## src/bba_pkg.sv

```systemverilog
// constants, types and opcode decode for the byte and bit execution datapath
// assumes a 14-bit instruction word and an 8-bit accumulator behind an APB slave
// Operation
// - add literal: accumulator plus 8-bit literal into accumulator, flags C, nibble, zero
// - add register: accumulator plus file register to destination, flags C, nibble, zero
// - destination bit 0 writes accumulator, 1 writes file register back
// - and literal: accumulator AND literal into accumulator, only zero flag changes
// - and register: accumulator AND register to destination, only zero flag changes
// - bit clear: selected register bit forced to 0, others kept, no flags
// - bit set: selected register bit forced to 1, others kept, no flags
// - skip when bit high: bit 1 discards next instruction, two periods
// - skip when bit low: bit 0 discards next instruction, two periods
// - skip when bit high decodes as 01 11 bbb fffffff
// - skip when bit low decodes as 01 10 bbb fffffff
// - port register as source and destination takes operand from pin levels
package bba_pkg;

  // register map, byte addresses of 32-bit words
  localparam logic [11:0] ADDR_INSTR  = 12'h000;
  localparam logic [11:0] ADDR_ACC    = 12'h004;
  localparam logic [11:0] ADDR_STATUS = 12'h008;

  // status register field positions
  localparam int STAT_C_BIT    = 0;
  localparam int STAT_NIB_BIT  = 1;
  localparam int STAT_Z_BIT    = 2;
  localparam int STAT_BUSY_BIT = 3;
  localparam int STAT_SKIP_BIT = 4;

  // reset values
  localparam logic [7:0]  ACC_RST   = 8'h00;
  localparam logic [13:0] INSTR_RST = 14'h0000;

  // instruction word layout
  localparam int OPC_W    = 14;
  localparam int DEST_BIT = 7;
  localparam int BIDX_LSB = 7;

  // opcode groups and sub-codes
  localparam logic [1:0] GRP_BYTE   = 2'h0;
  localparam logic [1:0] GRP_BIT    = 2'h1;
  localparam logic [1:0] GRP_LIT    = 2'h3;
  localparam logic [3:0] SUB_ADDREG = 4'h7;
  localparam logic [3:0] SUB_ANDREG = 4'h5;
  localparam logic [3:0] SUB_ANDLIT = 4'h9;
  localparam logic [2:0] SUB_ADDLIT = 3'h7;
  localparam logic [1:0] BOP_CLR    = 2'h0;
  localparam logic [1:0] BOP_SET    = 2'h1;
  localparam logic [1:0] BOP_SKIPLO = 2'h2;
  localparam logic [1:0] BOP_SKIPHI = 2'h3;

  // instruction periods of a taken skip
  localparam int SKIP_PERIODS = 2;

  typedef enum logic [3:0] {
    OP_NONE, OP_ADD_LIT, OP_ADD_REG, OP_AND_LIT, OP_AND_REG,
    OP_CLR, OP_SET, OP_SKIP_HI, OP_SKIP_LO
  } bba_op_t;

  typedef enum logic [1:0] {ST_IDLE, ST_EXEC, ST_NOP} bba_state_t;

  // decode of one instruction word
  function automatic bba_op_t bba_decode(input logic [OPC_W-1:0] w);
    bba_op_t o;
    o = OP_NONE;
    case (w[13:12])
      GRP_LIT:
      begin
        if (w[11:9] == SUB_ADDLIT) o = OP_ADD_LIT;
        else if (w[11:8] == SUB_ANDLIT) o = OP_AND_LIT;
      end
      GRP_BYTE:
      begin
        if (w[11:8] == SUB_ADDREG) o = OP_ADD_REG;
        else if (w[11:8] == SUB_ANDREG) o = OP_AND_REG;
      end
      GRP_BIT:
      begin
        case (w[11:10])
          BOP_CLR:    o = OP_CLR;
          BOP_SET:    o = OP_SET;
          BOP_SKIPLO: o = OP_SKIP_LO;
          default:    o = OP_SKIP_HI;
        endcase
      end
      default: o = OP_NONE;
    endcase
    return o;
  endfunction : bba_decode

endpackage : bba_pkg

```

## src/bba_core.sv

```systemverilog
// byte and bit execution datapath with its APB register slave
// assumes a combinational file register read on fr_addr and a sequencer on skip_next
//
// Implementation choices: the APB register port and the register addresses.
`timescale 1ns/1ps
`default_nettype none
module bba_core
  import bba_pkg::*;
#(
  parameter int AW = 12 // APB address width
)
(
  input  wire logic          pclk,         // core clock, one period per cycle
  input  wire logic          presetn,      // asynchronous reset, active low
  input  wire logic          psel,         // APB select
  input  wire logic          penable,      // APB access phase
  input  wire logic          pwrite,       // APB direction
  input  wire logic [AW-1:0] paddr,        // APB byte address
  input  wire logic [31:0]   pwdata,       // APB write data
  output logic      [31:0]   prdata,       // APB read data
  output logic               pready,       // APB ready
  output logic               pslverr,      // APB error
  output logic      [6:0]    fr_addr,      // file register address
  input  wire logic [7:0]    fr_rdata,     // file register contents
  input  wire logic [7:0]    fr_pin_level, // pin levels of a port register
  input  wire logic          fr_is_port,   // addressed register is a port
  output logic      [7:0]    fr_wdata,     // file register write data
  output logic               fr_we,        // file register write strobe
  output logic               skip_next,    // discard the following instruction
  output logic               period_done   // instruction finished
);

  // elaboration check: the three offsets need at least four address bits
  if (AW < 4 || AW > 32)
  begin : g_bad_aw
    $error("bba_core: AW must be 4..32");
  end

  bba_state_t       state_q, state_d;
  logic [OPC_W-1:0] instr_q, instr_d;
  logic [7:0]       acc_q, acc_d;
  logic             flag_c_q, flag_c_d;
  logic             flag_nib_q, flag_nib_d;
  logic             flag_z_q, flag_z_d;
  logic             skip_seen_q, skip_seen_d;
  logic [6:0]       fr_addr_q, fr_addr_d;
  logic [7:0]       fr_wdata_q, fr_wdata_d;
  logic             fr_we_q, fr_we_d;
  logic             skip_q, skip_d;
  logic             done_q, done_d;
  logic [31:0]      prdata_q, prdata_d;
  logic             pready_q, pready_d;
  logic             pslverr_q, pslverr_d;

  bba_op_t    op;
  logic [7:0] alu_res, opnd;
  logic       c_out, nib_out, z_out, bit_val;
  logic       dest_file, wr_file, wr_acc, skip_take;
  logic       setup, access, busy;
  logic [11:0] addr12;

  assign setup  = psel & ~penable;
  assign access = psel & penable & pready_q;
  assign busy   = (state_q != ST_IDLE);
  assign addr12 = 12'(paddr);
  // decoded here rather than read back from the unit, so no loop runs through it
  assign op     = bba_decode(instr_q);

  // destination and operand steering around the shared unit
  always_comb
  begin
    dest_file = instr_q[DEST_BIT];
    wr_file   = ((op == OP_ADD_REG || op == OP_AND_REG) && dest_file)
                || op == OP_CLR || op == OP_SET;
    wr_acc    = op == OP_ADD_LIT || op == OP_AND_LIT
                || ((op == OP_ADD_REG || op == OP_AND_REG) && !dest_file);
    // a port read back into itself must see the pins, not the latch
    opnd      = (fr_is_port && wr_file) ? fr_pin_level : fr_rdata;
  end

  // skip decision kept apart from the steering, whose operand feeds the tested bit
  assign skip_take = (op == OP_SKIP_HI && bit_val)
                     || (op == OP_SKIP_LO && !bit_val);

  bba_alu u_alu (
    .instr   (instr_q),
    .acc     (acc_q),
    .operand (opnd),
    .op      (),
    .res     (alu_res),
    .c_out   (c_out),
    .nib_out (nib_out),
    .z_out   (z_out),
    .bit_val (bit_val)
  );

  // APB answer: decided in the setup cycle, so pready is a flop with no wait
  always_comb
  begin
    pready_d  = setup;
    prdata_d  = prdata_q;
    pslverr_d = 1'b0;
    if (setup)
    begin
      prdata_d = 32'h0000_0000;
      case (addr12)
        ADDR_INSTR:
        begin
          prdata_d = 32'(instr_q);
          // refuse an issue while busy or an opcode this unit cannot run
          pslverr_d = pwrite && (busy || bba_decode(pwdata[OPC_W-1:0]) == OP_NONE);
        end
        ADDR_ACC:
        begin
          prdata_d  = 32'(acc_q);
          pslverr_d = pwrite && busy;
        end
        ADDR_STATUS:
        begin
          prdata_d[STAT_C_BIT]    = flag_c_q;
          prdata_d[STAT_NIB_BIT]  = flag_nib_q;
          prdata_d[STAT_Z_BIT]    = flag_z_q;
          prdata_d[STAT_BUSY_BIT] = busy;
          prdata_d[STAT_SKIP_BIT] = skip_seen_q;
          pslverr_d = pwrite && busy;
        end
        default: pslverr_d = 1'b1; // unmapped
      endcase
    end
    else if (access)
    begin
      pslverr_d = pslverr_q; // hold through the access edge
    end
  end

  always_ff @(posedge pclk or negedge presetn)
  begin
    if (!presetn)
    begin
      prdata_q  <= 32'h0000_0000;
      pready_q  <= 1'b0;
      pslverr_q <= 1'b0;
    end
    else
    begin
      prdata_q  <= prdata_d;
      pready_q  <= pready_d;
      pslverr_q <= pslverr_d;
    end
  end

  // execution sequence: issue, one period, and a no-operation period on a skip
  always_comb
  begin
    state_d     = state_q;
    instr_d     = instr_q;
    acc_d       = acc_q;
    flag_c_d    = flag_c_q;
    flag_nib_d  = flag_nib_q;
    flag_z_d    = flag_z_q;
    skip_seen_d = skip_seen_q;
    fr_addr_d   = fr_addr_q;
    fr_wdata_d  = fr_wdata_q;
    fr_we_d     = 1'b0;
    skip_d      = 1'b0;
    done_d      = 1'b0;
    case (state_q)
      ST_IDLE:
      begin
        if (access && pwrite && !pslverr_q)
        begin
          case (addr12)
            ADDR_INSTR:
            begin
              instr_d     = pwdata[OPC_W-1:0];
              fr_addr_d   = pwdata[6:0];
              skip_seen_d = 1'b0;
              state_d     = ST_EXEC;
            end
            ADDR_ACC: acc_d = pwdata[7:0];
            ADDR_STATUS:
            begin
              flag_c_d   = pwdata[STAT_C_BIT];
              flag_nib_d = pwdata[STAT_NIB_BIT];
              flag_z_d   = pwdata[STAT_Z_BIT];
            end
            default: acc_d = acc_q;
          endcase
        end
      end
      ST_EXEC:
      begin
        if (wr_acc)
          acc_d = alu_res;
        if (wr_file)
        begin
          fr_we_d    = 1'b1;
          fr_wdata_d = alu_res;
        end
        if (op == OP_ADD_LIT || op == OP_ADD_REG)
        begin
          flag_c_d   = c_out;
          flag_nib_d = nib_out;
          flag_z_d   = z_out;
        end
        if (op == OP_AND_LIT || op == OP_AND_REG)
          flag_z_d = z_out;
        if (skip_take)
        begin
          skip_d      = 1'b1;
          skip_seen_d = 1'b1;
          state_d     = ST_NOP;
        end
        else
        begin
          done_d  = 1'b1;
          state_d = ST_IDLE;
        end
      end
      ST_NOP:
      begin
        done_d  = 1'b1; // second period ends the skip
        state_d = ST_IDLE;
      end
      default: state_d = ST_IDLE;
    endcase
  end

  always_ff @(posedge pclk or negedge presetn)
  begin
    if (!presetn)
    begin
      state_q     <= ST_IDLE;
      instr_q     <= INSTR_RST;
      acc_q       <= ACC_RST;
      flag_c_q    <= 1'b0;
      flag_nib_q  <= 1'b0;
      flag_z_q    <= 1'b0;
      skip_seen_q <= 1'b0;
      fr_addr_q   <= 7'h00;
      fr_wdata_q  <= 8'h00;
      fr_we_q     <= 1'b0;
      skip_q      <= 1'b0;
      done_q      <= 1'b0;
    end
    else
    begin
      state_q     <= state_d;
      instr_q     <= instr_d;
      acc_q       <= acc_d;
      flag_c_q    <= flag_c_d;
      flag_nib_q  <= flag_nib_d;
      flag_z_q    <= flag_z_d;
      skip_seen_q <= skip_seen_d;
      fr_addr_q   <= fr_addr_d;
      fr_wdata_q  <= fr_wdata_d;
      fr_we_q     <= fr_we_d;
      skip_q      <= skip_d;
      done_q      <= done_d;
    end
  end

  assign prdata      = prdata_q;
  assign pready      = pready_q;
  assign pslverr     = pslverr_q;
  assign fr_addr     = fr_addr_q;
  assign fr_wdata    = fr_wdata_q;
  assign fr_we       = fr_we_q;
  assign skip_next   = skip_q;
  assign period_done = done_q;

  // checks, tied to the exec cycle where the work is done
  logic ex;
  assign ex = (state_q == ST_EXEC);
endmodule : bba_core
`default_nettype wire

```

## src/bba_alu.sv

```systemverilog
// combinational arithmetic, logic and bit unit of the datapath
// assumes the caller has already chosen the operand (register or pin levels)
`timescale 1ns/1ps
`default_nettype none
module bba_alu
  import bba_pkg::*;
(
  input  wire logic [OPC_W-1:0] instr,   // instruction word
  input  wire logic [7:0]       acc,     // accumulator
  input  wire logic [7:0]       operand, // file register value
  output var bba_op_t           op,      // decoded operation
  output logic      [7:0]       res,     // result byte
  output logic                  c_out,   // carry from bit 7
  output logic                  nib_out, // carry from bit 3
  output logic                  z_out,   // result is zero
  output logic                  bit_val  // tested bit
);

  logic [7:0] opnd;
  logic [8:0] sum9;
  logic [4:0] sum5;
  logic [7:0] mask;
  logic [2:0] bidx;

  // operand and adder; literal forms take the low byte of the word
  always_comb
  begin
    op   = bba_decode(instr);
    bidx = instr[BIDX_LSB +: 3];
    mask = 8'h01 << bidx;
    opnd = (op == OP_ADD_LIT || op == OP_AND_LIT) ? instr[7:0] : operand;
    sum9 = {1'b0, acc} + {1'b0, opnd};
    sum5 = {1'b0, acc[3:0]} + {1'b0, opnd[3:0]};
    c_out   = sum9[8];
    nib_out = sum5[4];
    bit_val = operand[bidx];
    case (op)
      OP_ADD_LIT, OP_ADD_REG: res = sum9[7:0];
      OP_AND_LIT, OP_AND_REG: res = acc & opnd;
      OP_CLR:                 res = operand & ~mask;
      OP_SET:                 res = operand | mask;
      default:                res = operand;
    endcase
    z_out = (res == 8'h00);
  end

endmodule : bba_alu
`default_nettype wire

```

## config.mk

```make
export PLATFORM = sky130hd
export DESIGN_NAME = bba_core
export DESIGN_NICKNAME = d
export VERILOG_FILES = /design/src/bba_pkg.sv /design/src/bba_core.sv /design/src/bba_alu.sv
export SDC_FILE = /design/constraint.sdc
export NUM_CORES = 1
export LEC_CHECK = 0
export ABC_AREA = 1
export BUFFER_PORTS_ARGS = -buffer_cell sky130_fd_sc_hd__buf_2
export CAP_MARGIN = 10
export CORE_ASPECT_RATIO = 0.7
export CORE_MARGIN = 2
export CORE_UTILIZATION = 48
export CTS_CLUSTER_DIAMETER = 200
export CTS_CLUSTER_SIZE = 12
export DETAILED_ROUTE_END_ITERATION = 10
export HOLD_SLACK_MARGIN = 0.06
export PLACE_DENSITY_LB_ADDON = 0.08
export SLEW_MARGIN = 20
export SYNTH_ARGS = -nofsm -noshare
export SYNTH_HDL_FRONTEND = slang
export SYNTH_SLANG_ARGS = --single-unit
export TNS_END_PERCENT = 100
```

## constraint.sdc

```tcl
create_clock -name pclk -period 3.5 [get_ports pclk]
set_clock_uncertainty 0.1 [all_clocks]
set_input_delay 0.7 -clock pclk [delete_from_list [all_inputs] [get_ports pclk]]
set_output_delay 0.7 -clock pclk [all_outputs]
set_load 0.02 [all_outputs]
```

==> results of run 1 <==
[worst max path at each step]
| stage | startpoint | end | slack (ns) | cells past startpoint |
|---|---|---|---|---|
| after floorplan | instr_q[11] | flag_z_q | -0.10 | 34 |
| after detailed placement | instr_q[11] | flag_z_q | -0.58 | 33 |
| after global placement | instr_q[11] | flag_z_q | -0.49 | 33 |
| final | instr_q[11] | flag_z_q | -0.46 | 32 |
| after CTS | instr_q[11] | flag_z_q | -0.34 | 34 |
| after global routing | instr_q[11] | flag_z_q | -0.72 | 32 |
[sequential cells by signal (all words and copies together), names as in the netlist]
| register | flops |
|---|---|
| acc_q | 8 |
| flag_c_q | 1 |
| flag_nib_q | 1 |
| flag_z_q | 1 |
| fr_wdata | 8 |
| fr_we | 1 |
| instr_q | 14 |
| period_done | 1 |
| prdata | 14 |
| pready | 1 |
| pslverr | 1 |
| skip_next | 1 |
| skip_seen_q | 1 |
| state_q | 2 |
[synth_stat cells, drive strengths merged, types with 2 or more instances]
library cell    n  area [um2]
dfrtp          55        1376
mux2            3       33.78
a221oi          3       26.28
xor2            2       17.52
a31oi           6       37.54
o221ai          3       26.28
nor2           54       256.5
a21oi          25       136.4
nor3            8       55.05
clkbuf          6       32.53
nand2         144       640.6
nand3          51       285.3
o21a            3       22.52
buf            31       231.5
nand4           4       25.02
o31ai           6       45.04
nor4            2       12.51
o22ai           6       37.54
clkinv          3       11.26
ha             20       250.2
inv            81       306.5
nand3b          5       41.29
o21ai          44       227.7
[logic make-up after synthesis]
kind of cell	Yosys count	share of synthesized area (%)
AO/OA/AOI/OAI	101	14.20
XOR/XNOR	3	0.6201
adder cells (fa/ha/maj)	21	6.377
buffers and inverters	121	13.73
flip-flops	55	32.48
multiplexers	3	0.7971
other	1	0.08849
AND/OR/NAND/NOR	272	31.71
[worst max-delay path: cells and delay by family, from the launching register on]
| family | cells | cell delay (ns) |
|---|---|---|
| and+or+nand+nor | 22 | 1.89 |
| adders and majority gates | 3 | 0.71 |
| DFF | 1 | 0.46 |
| buffers and inverters | 4 | 0.43 |
| AOI/OAI and AO/OA | 3 | 0.29 |
[layer usage]
| layer | track usage, % | vias up | share of wire, % |
|---|---|---|---|
| li1 | - | 2191 | - |
| met4 | 5.833 | 0 | 1.1 |
| met2 | 48.37 | 168 | 47 |
| met5 | 0 | - | 0 |
| met1 | 41.05 | 2149 | 44 |
| met3 | 4.818 | 15 | 7.5 |
[layout make-up]
cell class	count	area, um2
fillers	718	2567
well taps	120	150.1
clock inverters	2	38.79
inverters	84	325.3
repair buffers	182	1240
multi-input cells	418	2684
clock buffers	6	128.9
flip-flops and latches	55	1379
[stage by stage]
| step | cells | setup slack, ns | hold WS [ns] | cell area [um2] |
|---|---|---|---|---|
| 5_1_grt | 867 | -0.7186 | 0.3254 | 5946 |
| 6_report | 867 | -0.4588 | 0.2849 | 5946 |
| 2_1_floorplan | 594 | -0.1031 | 0.3044 | 4360 |
| 3_5_place_dp | 832 | -0.5833 | 0.3682 | 5245 |
| 4_1_cts | 859 | -0.3441 | 0.3132 | 5677 |
| 3_3_place_gp | 832 | -0.4864 | 0.3583 | 5245 |
[what timing repair did]
item,CTS,global route
resized for setup,33,47
setup buffers,20,8
pin swaps,37,21
endpoints found under the setup margin,16,18
[power by group through the flow]
stage | Sequential [uW] | Combinational (uW) | Clock [uW]
2_1_floorplan | 680 | 130 | 0
3_3_place_gp | 665 | 245 | 0
3_5_place_dp | 665 | 250 | 0
4_1_cts | 653 | 261 | 591
5_1_grt | 654 | 307 | 612
6_report | 652 | 280 | 586
==> impl_metrics.ini, run 1 <==
[critical_path]
critPathKind = reg -> reg
r2r-end = flag_z_q
worst-path-max-fanout = 5
ff2ff_setup_slack_ns = -0.46
r2r-start = instr_q[11]
critPathArrivalTime_ns = 4.10
crit_top_cell = nand2_1
critPathCaptureType = flip-flop
start_kind = flip-flop
reg2regPathDepth = 32
crit_path_top_delay_cell = dfrtp_2
crit_required_ns = 3.64
slowest_delay_ns = 0.46

[power]
p_per_area_mw_per_mm2 = 255.4
clkPwrFrac_pct = 38.6
ir_drop_uv = 233.3
p_seq_share_pct = 43.0
power_uw = 1519
combPwrFrac_pct = 18.5
leakage_uw = 0.003059
cell_internal_pwr_uw = 1101
switching_share_pct = 27.51
p_switching_uw = 417.8

[timing]
fin_crit_sh_pct = 113.1
drv_slew = 0
layout_min_cycle_time_ns = 3.959
setup_ws_ns = -0.4588
relSlewSlack_pct = 55.89
setup_tns_ns = -3.506
rsz0062_at_grt = true
hold_violations = 0
tightest_slew_ns = 0.6593
fmax_mhz = 252.6
setup_violations = 15

[cells_and_area]
area.growth.synth_to_final_pct = 40.30
final_util_pct = 69.84
final_common_cell = nand2_1
final_cell_mix = nand2_1 (112), buf_4 (90), buf_2 (81)
drive_above_1_share_pct = 40.43
antennaDiodeCount = 0
nets = 833

[cts]
cts.sink_count = 55
cts_root_buf = clkbuf_16
clk_pin_slew_ns = 0.08
cts_tree = yes
clockBufferDepth = 2
htree_levels = 2
holdBufCountCts = 0
clk_latency_ns = 0.29
cts_buffers = 5

[place]
hpwl_mm = 10.50
gp_congestion = 0.9321
numPortBuffers = 81

[route]
wl_per_cell_um = 16.08
dr.pass1.iters = 5
vias = 4523
drt-initial-drc-count = 292
drc = 0
ant_nets = 0
via_per_inst = 5.217
wl_mm = 13.94

[die]
fp.dieH_um = 82.62
io_pins = 118
rows = 28
core_mm2 = 0.008513
start_util_pct = 49.78
die_area_mm2 = 0.009609
fp.dieW_um = 116.3

[min_path]
hold_class = in -> async

[synth]
seq_area_frac_synth_pct = 32.48
synth_edf_count = 0
async_reset_ff_share_pct = 100.0
synth_cell_types = 52
netlist_instances = 577
syn_area_mm2 = 0.004238
yosysWarnings = 0
synth_ff_type = dfrtp_1
ys_ff_latch = 55
syn_area_per_cell_um2 = 7.345

[status]
violations = setup timing
status = finished, violations left

[grt]
grt_max_degree = 25
grt_pass1_vias = 4357
grtUsageTotal_pct = 29.34
antenna_found_initial = 0
grt_first_pass_wirelength_mm = 21.58
overflow = 0

[job]
drv_cap = 0
(Power assumes the default switching activity.)
==> run 2, diff against run 1 <==
- CORE_MARGIN: 2 -> 3
- SKIP_CTS_REPAIR_TIMING: default -> 1
==> impl_metrics.ini, run 2 (synthesis results as in run 1) <==
[grt]
use_met1_pct = 37.50
grt_busiest_layer = met2
antenna_found_initial = 0
grtUsageMet3_pct = 3.771
overflow = 0
grtUsageTotal_pct = 25.40
grt_max_degree = 44
gr-usage-met2_pct = 39.61
grt_pass1_vias = 4130
grt_first_pass_wirelength_mm = 20.42

[cells_and_area]
final_common_cell = nand2_1
fin_cells = 853
area.growth.synth_to_final_pct = 34.25
antennaDiodeCount = 0
drive_above_1_share_pct = 38.20
fill_cells = 752
nets = 820
final_cell_mix = nand2_1 (114), buf_4 (85), buf_2 (80)

[status]
status = finished, violations left
violations = setup timing

[timing]
fmax_mhz = 254.4
rsz0062_at_grt = true
tightest_slew_ns = 0.7220
setup_ws_ns = -0.4311
setup_violations = 14
hold_violations = 0
drv_slew = 0
layout_min_cycle_time_ns = 3.931
whs_ns = 0.2961
fin_crit_sh_pct = 112.3
relSlewSlack_pct = 51.69
setup_tns_ns = -3.131

[route]
wl_per_cell_um = 15.48
drt-initial-drc-count = 312
via_per_inst = 5.161
ant_nets = 0
drc = 0
vias = 4402
dr.pass1.iters = 5
wl_mm = 13.21

[place]
gp_congestion = 0.9426
dp_slack_ns = -0.5631
hpwl_mm = 10.18
placed_cells = 828
numPortBuffers = 81

[cts]
htree_levels = 2
clk_pin_slew_ns = 0.07
clk_latency_ns = 0.30
cts_tree = yes
clockBufferDepth = 2
cts.sink_count = 55
cts_buffers = 5
cts_root_buf = clkbuf_16

[power]
power_uw = 1463
p_per_area_mw_per_mm2 = 257.2
leakage_uw = 0.002968
ir_drop_uv = 223.0

[critical_path]
crit_path_top_delay_cell = dfrtp_2
critPathKind = reg -> reg
crit_required_ns = 3.64
critPathCaptureType = flip-flop
worst-path-max-fanout = 6
slowest_delay_ns = 0.47
start_kind = flip-flop
critPathArrivalTime_ns = 4.07
ff2ff_setup_slack_ns = -0.43

[die]
rows = 28
fp.dieH_um = 84.62
fp.dieW_um = 118.3
io_pins = 118
die_area_mm2 = 0.01001
start_util_pct = 49.78
core_mm2 = 0.008513

[job]
drv_cap = 0

[min_path]
hold_class = in -> async
[run 2: metrics by stage]
stage | cell area (um2) | utilization (%)
final | 5689 | 66.83
after global routing | 5689 | 66.83
after CTS | 5325 | 62.55
after detailed placement | 5177 | 60.82
after global placement | 5177 | 60.82
after floorplan | 4360 | -
[run 2: layout make-up]
type,count,area [um2],share of cell area (%)
clock buffers,6,138.9,2.441
repair buffers,169,1087,19.11
clock inverters,1,8.758,0.1539
multi-input cells,418,2605,45.79
flip-flops and latches,55,1379,24.24
well taps,120,150.1,2.639
inverters,84,320.3,5.630
[run 2: per-layer routing]
layer	routed length [um]	share of wire, %	up-vias
li1	-	-	2159
met1	6252	47	2072
met2	5876	44	154
met3	933	7.1	17
met4	145	1.1	0
met5	0	0	-
[run 2: worst max-delay path, delay by kind of cell (launching register included)]
kind                     cells  cell delay (ns)
adder cells (fa/ha/maj)      3             0.72
AO/OA/AOI/OAI                3             0.30
AND/OR/NAND/NOR             24             1.98
buffers and inverters        4             0.29
flip-flops                   1             0.47
[run 2: report_power, final]
group | switching [uW] | internal (uW)
logic | 165 | 117
registers | 5.98 | 646
clock network | 245 | 285
total | 416 | 1050
[run 2: final timing paths]
kind | cells past startpoint | start | end
setup / recovery | 34 | instr_q[11] | flag_z_q
hold / removal | 1 | presetn | fr_we
setup reg to reg | 34 | instr_q[11] | flag_z_q
hold reg to reg | 2 | fr_wdata[0] | fr_wdata[0]
max in group asynchronous | 2 | presetn | acc_q[1]
min in group pclk | 2 | fr_wdata[0] | fr_wdata[0]
==> run 3, diff against run 2 <==
- SKIP_CTS_REPAIR_TIMING: 1 -> default
==> impl_metrics.ini, run 3 (synthesis results as in run 1) <==
[min_path]
hold_class = in -> async

[cts]
clk_pin_slew_ns = 0.07
holdBufCountCts = 0
htree_levels = 2
cts.sink_count = 55
cts_buffers = 5
clk_latency_ns = 0.30
cts_root_buf = clkbuf_16
cts_tree = yes
clockBufferDepth = 2

[status]
violations = setup timing
status = finished, violations left

[route]
ant_nets = 0
vias = 4479
dr.pass1.iters = 5
wl_per_cell_um = 15.62
drc = 0
via_per_inst = 5.208
wl_mm = 13.44
drt-initial-drc-count = 291

[critical_path]
crit_required_ns = 3.64
worst-path-max-fanout = 4
critPathArrivalTime_ns = 4.00
reg2regPathDepth = 30
critPathKind = reg -> reg
slowest_delay_ns = 0.45
crit_path_top_delay_cell = dfrtp_2
ff2ff_setup_slack_ns = -0.36
critPathCaptureType = flip-flop
start_kind = flip-flop

[place]
placed_cells = 828
gp_congestion = 0.9426
hpwl_mm = 10.18
numPortBuffers = 81

[power]
ir_drop_uv = 224.6
p_per_area_mw_per_mm2 = 251.3
leakage_uw = 0.003030

[timing]
fin_crit_sh_pct = 110.3
drv_slew = 0
relSlewSlack_pct = 51.97
setup_tns_ns = -2.221
hold_violations = 0
fmax_mhz = 259.1
rsz0062_at_grt = true
tightest_slew_ns = 0.7177
setup_violations = 14
setup_ws_ns = -0.3602
layout_min_cycle_time_ns = 3.860

[cells_and_area]
final_cell_mix = nand2_1 (110), buf_4 (86), buf_2 (80)
fin_cells = 860
area.growth.synth_to_final_pct = 38.44
seq_area_mm2 = 0.001379
fill_cells = 721
final_common_cell = nand2_1
multi_input_area_mm2 = 0.002695
drive_above_1_share_pct = 39.86
antennaDiodeCount = 0
nets = 827

[job]
drv_cap = 0

[die]
fp.dieW_um = 118.3
io_pins = 118
die_area_mm2 = 0.01001
rows = 28
start_util_pct = 49.78
core_mm2 = 0.008513
fp.dieH_um = 84.62

[grt]
grt_pass1_vias = 4252
antenna_found_initial = 0
grt_max_degree = 44
grtUsageTotal_pct = 26.29
overflow = 0
grt_first_pass_wirelength_mm = 21.16
-- run 3: cell types whose count changed in the layout (fill, tap and decap cells not counted), moves of 2 or more --
cell	previous run	this run
buf_6	3	8
nand2_1	114	110
o21ai_0	29	26
o21ai_1	7	10
ha_1	14	12
inv_2	9	7
nand2_2	20	22
nand2_4	8	10
nand3_4	0	2
o21ai_2	7	5
o21ai_4	1	3
-- run 3: path summary, 6_finish.rpt --
kind,startpoint,endpoint
min,presetn,fr_we
max,instr_q[11],flag_z_q
max in group asynchronous,presetn,acc_q[1]
min reg2reg,prdata[10],prdata[10]
min in group pclk,prdata[10],prdata[10]
max reg2reg,instr_q[11],flag_z_q
-- run 3: worst max-delay path, delay by kind of cell (launching register included) --
family | cells | cell delay (ns)
AO/OA/AOI/OAI | 4 | 0.39
adder cells (fa/ha/maj) | 3 | 0.79
buffers and inverters | 2 | 0.21
flip-flops | 1 | 0.45
AND/OR/NAND/NOR | 21 | 1.83
-- run 3: layout make-up --
class	instances	share of cell area [%]
inverter	84	5.524
clock buffer	6	2.367
sequential	55	23.50
timing repair buffer	176	19.96
tap	120	2.559
clock inverter	1	0.1493
multi-input combinational	418	45.94
-- run 3: routing by layer --
layer | global-route usage, % | vias up | part of all wire [%]
met4 | 4.681 | 0 | 0.77
li1 | - | 2174 | -
met1 | 38.27 | 2147 | 48
met5 | 0 | - | 0
met3 | 4.108 | 15 | 6.0
met2 | 41.99 | 143 | 45
-- run 3: timing repair --
item / in CTS / in global routing
setup endpoints to repair: 16 / 16
resized for setup: 39 / 46
endpoints found under the hold margin: 0 / 0
setup buffers: 15 / 12
pin swaps: 37 / 38
cloned: 0 / 0
-- run 3: stage by stage --
stage                     hold WS (ns)  setup WS, ns  util (%)  area [um2]  total power, uW
after floorplan                 0.3044       -0.1031         -        4360            809.8
after global placement          0.3585       -0.4863     60.82        5177            906.2
after detailed placement        0.3628       -0.5631     60.82        5177            911.6
after CTS                       0.3844       -0.3225     65.48        5574             1459
after global routing            0.3368       -0.6548     68.92        5867             1540
final                           0.2919       -0.3602     68.92        5867             1474
-- run 3: power breakdown --
part | total (uW) | switching (uW) | internal, uW | leakage (uW)
logic | 293 | 171 | 123 | 0.00225
clock network | 528 | 244 | 285 | 0.0000733
registers | 652 | 6.10 | 646 | 0.000703
total | 1470 | 421 | 1050 | 0.00303
